[config.mk]
export PLATFORM = sky130hd
export DESIGN_NAME = cist_timing
export DESIGN_NICKNAME = d
export VERILOG_FILES = /design/src/logic/cist_pkg.sv /design/src/logic/cist_timing.sv /design/src/logic/cist_len.sv
export SDC_FILE = /design/constraint.sdc
export NUM_CORES = 1
export LEC_CHECK = 0
export ABC_AREA = 1
export BUFFER_PORTS_ARGS = -buffer_cell sky130_fd_sc_hd__buf_2
export CORE_MARGIN = 2
export CORE_UTILIZATION = 40
export DETAILED_ROUTE_END_ITERATION = 6
export PLACE_DENSITY = 0.59
export SLEW_MARGIN = 20
export SYNTH_ARGS = -nofsm -noshare
export SYNTH_HDL_FRONTEND = slang
export SYNTH_SLANG_ARGS = --single-unit
[constraint.sdc]
create_clock -name clk_sys -period 2.2 [get_ports clk_sys]
set_input_delay 0 -clock clk_sys [delete_from_list [all_inputs] [get_ports clk_sys]]
set_output_delay 0 -clock clk_sys [all_outputs]
set_load 0.05 [all_outputs]
[src/logic/cist_pkg.sv]
package cist_pkg;

   // widths
   localparam int CIST_KINDS = 6;
   localparam int CIST_LEN_W = 6;
   localparam int CIST_CNT_W = 2;
   localparam int CIST_WAIT_W = 4;
   localparam int CIST_TOT_W = 10;

   // cycle kinds, in execution order
   typedef enum logic [2:0] {
      CIST_K_FETCH,
      CIST_K_BRANCH_ADDR,
      CIST_K_STACK,
      CIST_K_BYTE,
      CIST_K_WORD,
      CIST_K_INTERNAL
   } cist_kind_t;

   // what a cycle is aimed at
   typedef enum logic [2:0] {
      CIST_T_ONCHIP_MEM,
      CIST_T_SUP_8BIT,
      CIST_T_SUP_16BIT,
      CIST_T_EXT8_2ST,
      CIST_T_EXT8_3ST,
      CIST_T_EXT16_2ST,
      CIST_T_EXT16_3ST
   } cist_tgt_t;

   // instruction forms covered
   typedef enum logic [4:0] {
      CIST_I_ADD_B_IMM,
      CIST_I_ADD_B_REG,
      CIST_I_ADD_W_IMM,
      CIST_I_ADD_W_REG,
      CIST_I_ADD_L_IMM,
      CIST_I_ADD_L_REG,
      CIST_I_ADD_SMALL_CONSTANT,
      CIST_I_ADD_WITH_CARRY_IMM,
      CIST_I_ADD_WITH_CARRY_REG,
      CIST_I_AND_B_IMM,
      CIST_I_AND_B_REG,
      CIST_I_AND_W_IMM,
      CIST_I_AND_W_REG,
      CIST_I_AND_L_IMM,
      CIST_I_AND_L_REG,
      CIST_I_AND_TO_CONDITION_CODES,
      CIST_I_BIT_AND_CARRY_REG,
      CIST_I_BIT_AND_CARRY_IND,
      CIST_I_BIT_AND_CARRY_ABS8,
      CIST_I_BRANCH_COND_D8
   } cist_instr_t;

   // state lengths per cycle
   localparam logic [CIST_LEN_W-1:0] CIST_LEN_ONCHIP = 6'h02;
   localparam logic [CIST_LEN_W-1:0] CIST_LEN_F_SUP8 = 6'h06;
   localparam logic [CIST_LEN_W-1:0] CIST_LEN_F_SUP16 = 6'h03;
   localparam logic [CIST_LEN_W-1:0] CIST_LEN_F_EXT8_2 = 6'h04;
   localparam logic [CIST_LEN_W-1:0] CIST_LEN_F_EXT8_3 = 6'h06;
   localparam logic [CIST_LEN_W-1:0] CIST_LEN_F_EXT16_2 = 6'h02;
   localparam logic [CIST_LEN_W-1:0] CIST_LEN_F_EXT16_3 = 6'h03;
   localparam logic [CIST_LEN_W-1:0] CIST_LEN_B_SUP = 6'h03;
   localparam logic [CIST_LEN_W-1:0] CIST_LEN_B_EXT_2 = 6'h02;
   localparam logic [CIST_LEN_W-1:0] CIST_LEN_B_EXT_3 = 6'h03;
   localparam logic [CIST_LEN_W-1:0] CIST_LEN_W_SUP8 = 6'h06;
   localparam logic [CIST_LEN_W-1:0] CIST_LEN_W_EXT8_2 = 6'h04;
   localparam logic [CIST_LEN_W-1:0] CIST_LEN_W_EXT8_3 = 6'h06;
   localparam logic [CIST_LEN_W-1:0] CIST_LEN_INTERNAL = 6'h01;

   // cycle counts for one instruction, indexed by cycle kind
   typedef logic [CIST_KINDS-1:0][CIST_CNT_W-1:0] cist_counts_t;

   // access configuration of one instruction
   typedef struct packed {
      cist_tgt_t fetch_tgt;
      cist_tgt_t data_tgt;
      cist_tgt_t stack_tgt;
      logic [CIST_WAIT_W-1:0] wait_m;
   } cist_cfg_t;

   // reset values
   localparam logic [CIST_TOT_W-1:0] CIST_TOT_RST = 10'h000;

endpackage : cist_pkg

[src/logic/cist_timing.sv]
// Contract
// - total states of an instruction is the sum over cycle kinds of count times state length.
// - each instruction splits into fetch, branch address, stack, byte, word and internal cycles with fixed counts.
// - a fetch takes 2 states on-chip, 6 from an 8-bit supporting module and 3 from a 16-bit one.
// - an external fetch takes 4, 6+2m, 2 or 3+m states for 8-bit 2-state, 8-bit 3-state, 16-bit 2-state, 16-bit 3-state.
// - a byte access takes 3 states on an 8-bit supporting module, and 2 or 3+m on an 8-bit external device.
// - a word access takes 6 states on an 8-bit supporting module, and 4 or 6+2m on an 8-bit external device.
// - an internal operation always takes one state.
// - add takes one fetch for register forms and byte immediate, two for word immediate, three for long immediate.
// - add small constant, add with carry and and to condition codes take one fetch and nothing else.
// - bit and to carry takes one fetch on a register, two fetches and one byte access on memory.
// - every 8-bit displacement conditional branch takes exactly two fetches and nothing else.
`timescale 1ns/10ps
`default_nettype none

module cist_timing (
   input wire logic clk_sys,
   input wire logic resetn,
   input wire logic start,
   input wire cist_pkg::cist_instr_t instr,
   input wire cist_pkg::cist_cfg_t cfg,
   output logic ready,
   output logic busy,
   output logic done,
   output logic cycle_start,
   output cist_pkg::cist_kind_t cur_kind,
   output logic [cist_pkg::CIST_TOT_W-1:0] total_states,
   output logic [cist_pkg::CIST_TOT_W-1:0] elapsed_states
);
   import cist_pkg::*;

   typedef enum logic {CIST_S_IDLE, CIST_S_RUN} cist_phase_t;

   typedef struct packed {
      cist_phase_t phase;
      cist_kind_t kind;
      logic [CIST_CNT_W-1:0] cyc_left;
      logic [CIST_LEN_W-1:0] st_left;
      cist_counts_t counts;
      logic [CIST_KINDS-1:0][CIST_LEN_W-1:0] lens;
      logic [CIST_TOT_W-1:0] total;
      logic [CIST_TOT_W-1:0] elapsed;
      logic done;
      logic cyc_start;
   } cist_state_t;

   cist_state_t st_ff;
   cist_state_t nxt_st;
   cist_counts_t dec_counts;
   cist_tgt_t kind_tgt [CIST_KINDS];
   logic [CIST_LEN_W-1:0] kind_len [CIST_KINDS];
   logic [CIST_TOT_W-1:0] sum_states;
   logic found;
   cist_kind_t nxt_kind;

   ////////////////////////////////////////////////////////////////////////
   // decode: cycle counts per instruction form, blanks stay zero
   always_comb begin
      dec_counts = '0;
      dec_counts[CIST_K_FETCH] = 2'h1;
      case (instr)
         CIST_I_ADD_W_IMM: dec_counts[CIST_K_FETCH] = 2'h2;
         CIST_I_ADD_L_IMM: dec_counts[CIST_K_FETCH] = 2'h3;
         CIST_I_AND_W_IMM: dec_counts[CIST_K_FETCH] = 2'h2;
         CIST_I_AND_L_IMM: dec_counts[CIST_K_FETCH] = 2'h3;
         CIST_I_AND_L_REG: dec_counts[CIST_K_FETCH] = 2'h2;
         CIST_I_BIT_AND_CARRY_IND,
         CIST_I_BIT_AND_CARRY_ABS8: begin
            dec_counts[CIST_K_FETCH] = 2'h2;
            dec_counts[CIST_K_BYTE] = 2'h1;
         end
         CIST_I_BRANCH_COND_D8: dec_counts[CIST_K_FETCH] = 2'h2;
         // add small constant, add with carry, and to condition codes: one fetch
         CIST_I_ADD_SMALL_CONSTANT,
         CIST_I_ADD_WITH_CARRY_IMM,
         CIST_I_ADD_WITH_CARRY_REG,
         CIST_I_AND_TO_CONDITION_CODES: dec_counts[CIST_K_FETCH] = 2'h1;
         default: dec_counts[CIST_K_FETCH] = 2'h1;
      endcase
   end

   ////////////////////////////////////////////////////////////////////////
   // state length of every kind under the requested configuration
   always_comb begin
      kind_tgt[CIST_K_FETCH] = cfg.fetch_tgt;
      kind_tgt[CIST_K_BRANCH_ADDR] = cfg.data_tgt;
      kind_tgt[CIST_K_STACK] = cfg.stack_tgt;
      kind_tgt[CIST_K_BYTE] = cfg.data_tgt;
      kind_tgt[CIST_K_WORD] = cfg.data_tgt;
      kind_tgt[CIST_K_INTERNAL] = cfg.data_tgt;
   end

   genvar gk;
   generate
      for (gk = 0; gk < CIST_KINDS; gk++) begin : g_len
         cist_len u_len (
            .kind(cist_kind_t'(gk)),
            .tgt(kind_tgt[gk]),
            .wait_m(cfg.wait_m),
            .len(kind_len[gk])
         );
      end
   endgenerate

   // total is only as good as the counts and lengths it is built from
   always_comb begin
      sum_states = '0;
      for (int k = 0; k < CIST_KINDS; k++) begin
         // widen both factors first: three 36-state fetches overflow a 6-bit product
         sum_states = sum_states + CIST_TOT_W'(dec_counts[k]) * CIST_TOT_W'(kind_len[k]);
      end
   end

   ////////////////////////////////////////////////////////////////////////
   // next kind with a nonzero count after the current one
   always_comb begin
      found = 1'b0;
      nxt_kind = st_ff.kind;
      for (int k = CIST_KINDS - 1; k >= 0; k--) begin
         if (k > int'(st_ff.kind) && st_ff.counts[k] != '0) begin
            found = 1'b1;
            nxt_kind = cist_kind_t'(k);
         end
      end
   end

   ////////////////////////////////////////////////////////////////////////
   // walker: one clock per state, kinds in order, zero kinds skipped
   always_comb begin
      nxt_st = st_ff;
      nxt_st.done = 1'b0;
      nxt_st.cyc_start = 1'b0;
      case (st_ff.phase)
         CIST_S_IDLE: begin
            if (start) begin
               nxt_st.phase = CIST_S_RUN;
               nxt_st.counts = dec_counts;
               for (int k = 0; k < CIST_KINDS; k++) begin
                  nxt_st.lens[k] = kind_len[k];
               end
               nxt_st.total = sum_states;
               nxt_st.elapsed = '0;
               // every form has at least one fetch, so the walk opens there
               nxt_st.kind = CIST_K_FETCH;
               nxt_st.cyc_left = dec_counts[CIST_K_FETCH];
               nxt_st.st_left = kind_len[CIST_K_FETCH];
               nxt_st.cyc_start = 1'b1;
            end
         end
         CIST_S_RUN: begin
            nxt_st.elapsed = st_ff.elapsed + 10'h001;
            if (st_ff.st_left > 6'h01) begin
               nxt_st.st_left = st_ff.st_left - 6'h01;
            end else if (st_ff.cyc_left > 2'h1) begin
               nxt_st.cyc_left = st_ff.cyc_left - 2'h1;
               nxt_st.st_left = st_ff.lens[st_ff.kind];
               nxt_st.cyc_start = 1'b1;
            end else if (found) begin
               nxt_st.kind = nxt_kind;
               nxt_st.cyc_left = st_ff.counts[nxt_kind];
               nxt_st.st_left = st_ff.lens[nxt_kind];
               nxt_st.cyc_start = 1'b1;
            end else begin
               nxt_st.phase = CIST_S_IDLE;
               nxt_st.done = 1'b1;
            end
         end
         default: nxt_st.phase = CIST_S_IDLE;
      endcase
   end

   // one register for all state, synchronous reset
   always_ff @(posedge clk_sys) begin
      if (!resetn) begin
         st_ff <= '0;
         st_ff.phase <= CIST_S_IDLE;
         st_ff.kind <= CIST_K_FETCH;
         st_ff.total <= CIST_TOT_RST;
      end else begin
         st_ff <= nxt_st;
      end
   end

   ////////////////////////////////////////////////////////////////////////
   // outputs
   assign ready = (st_ff.phase == CIST_S_IDLE);
   assign busy = (st_ff.phase == CIST_S_RUN);
   assign done = st_ff.done;
   assign cycle_start = st_ff.cyc_start;
   assign cur_kind = st_ff.kind;
   assign total_states = st_ff.total;
   assign elapsed_states = st_ff.elapsed;

endmodule : cist_timing

`default_nettype wire

[src/logic/cist_len.sv]
`timescale 1ns/10ps
`default_nettype none

module cist_len (
   input wire cist_pkg::cist_kind_t kind,
   input wire cist_pkg::cist_tgt_t tgt,
   input wire logic [cist_pkg::CIST_WAIT_W-1:0] wait_m,
   output logic [cist_pkg::CIST_LEN_W-1:0] len
);
   import cist_pkg::*;

   logic [CIST_LEN_W-1:0] m1;
   logic [CIST_LEN_W-1:0] m2;

   // wait states, once and doubled for 8-bit two-access cycles
   assign m1 = {2'h0, wait_m};
   assign m2 = {1'h0, wait_m, 1'b0};

   ////////////////////////////////////////////////////////////////////////
   // one lookup per kind and target
   always_comb begin
      len = CIST_LEN_ONCHIP;
      case (kind)
         CIST_K_INTERNAL: len = CIST_LEN_INTERNAL;
         CIST_K_FETCH: begin
            case (tgt)
               CIST_T_ONCHIP_MEM: len = CIST_LEN_ONCHIP;
               CIST_T_SUP_8BIT: len = CIST_LEN_F_SUP8;
               CIST_T_SUP_16BIT: len = CIST_LEN_F_SUP16;
               CIST_T_EXT8_2ST: len = CIST_LEN_F_EXT8_2;
               CIST_T_EXT8_3ST: len = CIST_LEN_F_EXT8_3 + m2;
               CIST_T_EXT16_2ST: len = CIST_LEN_F_EXT16_2;
               CIST_T_EXT16_3ST: len = CIST_LEN_F_EXT16_3 + m1;
               default: len = CIST_LEN_ONCHIP;
            endcase
         end
         CIST_K_BYTE: begin
            // a byte goes in one access whatever the bus width
            case (tgt)
               CIST_T_ONCHIP_MEM: len = CIST_LEN_ONCHIP;
               CIST_T_SUP_8BIT: len = CIST_LEN_B_SUP;
               CIST_T_SUP_16BIT: len = CIST_LEN_B_SUP;
               CIST_T_EXT8_2ST: len = CIST_LEN_B_EXT_2;
               CIST_T_EXT8_3ST: len = CIST_LEN_B_EXT_3 + m1;
               CIST_T_EXT16_2ST: len = CIST_LEN_B_EXT_2;
               CIST_T_EXT16_3ST: len = CIST_LEN_B_EXT_3 + m1;
               default: len = CIST_LEN_ONCHIP;
            endcase
         end
         default: begin
            // word, branch address and stack share word timing
            case (tgt)
               CIST_T_ONCHIP_MEM: len = CIST_LEN_ONCHIP;
               CIST_T_SUP_8BIT: len = CIST_LEN_W_SUP8;
               CIST_T_SUP_16BIT: len = CIST_LEN_F_SUP16;
               CIST_T_EXT8_2ST: len = CIST_LEN_W_EXT8_2;
               CIST_T_EXT8_3ST: len = CIST_LEN_W_EXT8_3 + m2;
               CIST_T_EXT16_2ST: len = CIST_LEN_F_EXT16_2;
               CIST_T_EXT16_3ST: len = CIST_LEN_F_EXT16_3 + m1;
               default: len = CIST_LEN_ONCHIP;
            endcase
         end
      endcase
   end

endmodule : cist_len

`default_nettype wire

==> flow_summary.yaml <==
outcome:
  status: "complete, no violations"
yosys:
  synth_area_leaders: "dfxtp_1 31%, nand2_1 15%, inv_1 6.3%"
  avgSynthCellArea_sq_um: 6.68
  synth.top_cell.area_share: 0.308
  seq_area_frac_synth: 0.308
  synth-edff-count: 0
  synth_area_sq_um: 3770
  async_reset_ff_frac: 0
  synthCells: 565
  ys_ff_latch: 58
  synthDistinctLibCells: 44
  yosysWarnings: 0
  synth_top_cell_by_area: "dfxtp_1"
  ys.flop_type: "dfxtp_1"
timing:
  drv_slew: 0
  holdWs_ps: 36.5
  max_freq_ghz: 0.487
  skew_ps: 9.86
  setup_viol: 0
  finalCritPeriodShare: 0.933
  rsz0062_at_grt: "false"
  finalCriticalPeriod_ps: 2050
  hold_violations: 0
grt:
  grt_pass1_vias: 3564
  grt_start_max_net_pins: 23
  grt_first_pass_wirelength_mm: 16.9
  grt_usage: 0.209
  overflow: 0
  grt_antenna_before_repair: 0
setup_path:
  rrSetupSlack_ps: 330
  path_buf_inv: 4
  crit_arrival_ps: 2330
  cp_max_fo: 3
  r2r-end: "st_ff[70]$_SDFFE_PN0P_"
  crit_chain: "buf_2 > inv_1 > ha_4 > inv_1 > o21bai_2 > a31oi_2 > fa_1 > ha_2 > inv_1 > fa_2 > o21ai_2 > nand2_2 > nand2_1 > nand2_1 > a21oi_1"
  crit_family: "adder cells"
  required_ps: 2480
  crit_path_frequent_cell: "inv_1"
  rr_worst_depth: 9
  worstSetupEndpointType: "register"
  cpMaxStageDelayCell: "fa_1"
  critPathKind: "input port to register"
  cp-start-kind: "input port"
  cpPeakStageDelay_ps: 530
  reg2reg_from: "st_ff[70]$_SDFFE_PN0P_"
clock_network:
  cts_tree: "built"
  cts.path.max_buffers: 2
  cts_buffers: 9
  clkSinkCount: 58
  clockRootBuffer: "clkbuf_8"
  cts_setup_buffers: 0
  clk-insertion-delay-late_ps: 340
  clkTransAtPathRegs_ps: 60
  h-tree-depth: 3
placed_design:
  portBuffers: 45
  gp_congestion: 0.833
  dpl.cell_count: 729
  dp_hpwl_mm: 7.70
  place_area_sq_um: 4250
floorplan:
  core_area_sq_um: 9200
  chipWidth_um: 101
  die-area_sq_um: 10200
  die_h_um: 101
  pin_count: 48
  num_rows: 35
  initial_core_util: 0.410
job:
  max_cap_viol_count: 0
layout:
  nets: 668
  area.growth.synth_to_final_pct: 17.8
  final_util: 0.483
  fin_area_sq_um: 4450
  layoutNonFillerInstCount: 745
  n_fill_cell: 966
  final_layout_size_suffix_gt1_frac: 0.226
  antennaDiodeCount: 0
drt:
  drt_iter0_drc: 228
  wl_per_cell_um: 13.4
  vias: 3775
  drtAntennaViolNets: 0
  drcViolationCount: 0
  wl_mm: 9.95
  via_per_inst: 5.07
  drt_first_pass_iters: 5
worst_hold_path:
  hp-class: "input port to register"
  min_path_cells: 4
  holdPathEnd: "elapsed_states[1]$_SDFFE_PN0P_"
  hold_start: "start"
power:
  total_power_mw: 2.84
  pwr-share-seq: 0.414
  intPower_mw: 1.82
  peakVddDrop_mv: 0.264
  clockPowerShare: 0.280
  combPwrFrac: 0.306
  p_sw_frac: 0.358
  p_switching_mw: 1.02
  p_per_area_nw_per_um2: 639
  p_leak_nw: 2.19
## cells in the final DEF (no fill, tap or decap), drive strengths merged
cell type and instances:
fa 5, o221ai 1, a31o 1, clkinv 5
a21o 1, o211ai 2, a21oi 43, inv 69
conb 2, a32o 1, o21a 2, nor3 4
ha 12, o31ai 2, o211a 1, xor2 2
a31oi 3, dlygate4sd3 1, a22o 2, clkbuf 11
o22ai 7, nand4 5, nand2 156, nand3b 2
nand3 40, o21bai 1, o21ai 45, or2 1
nor2 55, a211oi 3, dfxtp 58, buf 88
xnor2 3
## Yosys cell counts, types with 3 or more instances
cell type and count:
nand2_1 150, inv_1 63, dfxtp_1 58, nor2_1 48, a21oi_1 43, nand3_1 39, o21ai_0 37, buf_4 25
ha_1 12, o21ai_1 7, o22ai_1 7, inv_2 6, buf_2 5, fa_1 5, nor2_4 5, nand2_2 4
nand4_1 4, nor3_1 4, a211oi_1 3, a31oi_1 3, buf_6 3, xnor2_1 3
## worst max-delay path by stage
stage,startpoint,end,slack (ps),depth (start not counted)
detailed placement,cfg[0],total_states[7]$_SDFFE_PN0P_,-250,15
finish,cfg[1],total_states[7]$_SDFFE_PN0P_,150,15
floorplan,cfg[0],total_states[7]$_SDFFE_PN0P_,0.1,14
CTS,cfg[0],total_states[7]$_SDFFE_PN0P_,120,15
global route,cfg[0],total_states[6]$_SDFFE_PN0P_,3,17
global placement,cfg[0],total_states[7]$_SDFFE_PN0P_,-190,15
## layout make-up
class	count	area, sq um	share of cell area
clock buffer	11	131	0.0296
timing repair buffer	89	561	0.126
multi-input combinational	402	2170	0.487
tap	111	139	0.0312
clock inverter	4	20.0	0.00450
inverter	70	268	0.0602
sequential	58	1160	0.261
## flip-flops by register name, summed over array words and instances (netlist names)
signal	flops
busy	1
elapsed_states	10
total_states	8
cur_kind	3
cycle_start	1
done	1
st_ff	34
## cells by family (layout without fill, tap and decap cells)
group                    count (synthesis)  count (layout)  share of synthesized area
AND/OR/NAND/NOR                        263             263                      0.303
AO/OA/AOI/OAI                          115             115                      0.171
buffers and inverters                  106             174                      0.139
flip-flops                              58              58                      0.308
adder cells (fa/ha/maj)                 17              17                     0.0663
XOR/XNOR                                 5               5                     0.0116
other                                    1               2                   0.000994
## layer usage
layer / wire (um) / vias up / global-route usage
met3: 421 / 15 / 0.0402
met4: 163 / 0 / 0.0624
met2: 4820 / 101 / 0.363
met5: 0 / - / 0
met1: 4550 / 1718 / 0.262
li1: - / 1941 / -
## power by group through the flow
stage               clock (mW)  combinational [mW]  sequential (mW)
global route             0.865               0.979             1.18
CTS                      0.820               0.859             1.17
floorplan                    0               0.618             1.21
global placement             0               0.843             1.19
finish                   0.797               0.868             1.18
detailed placement           0               0.855             1.20
## per-stage QoR
| step | setup TNS (ps) | worst slack [ps] |
|---|---|---|
| final | 0 | 148 |
| after global routing | 0 | 2.69 |
| after CTS | 0 | 115 |
| after detailed placement | -1080 | -250 |
| after global placement | -714 | -187 |
| after floorplan | 0 | 0.0977 |
## repair_timing
item	in CTS	in global routing
endpoints found under the hold margin	1	0
gates resized for setup	0	13
endpoints found under the setup margin	0	4
hold buffers	1	0
## worst reg2reg max path, stage by stage, from the launching register on
cell and delay [ps]:
dfxtp_1 340, inv_1 100, ha_1 200, inv_1 60
nand2_1 90, nand3_2 260, o21ai_1 290, o21ai_2 150
o21ai_0 200, a21oi_1 60
(Power assumes the default switching activity.)
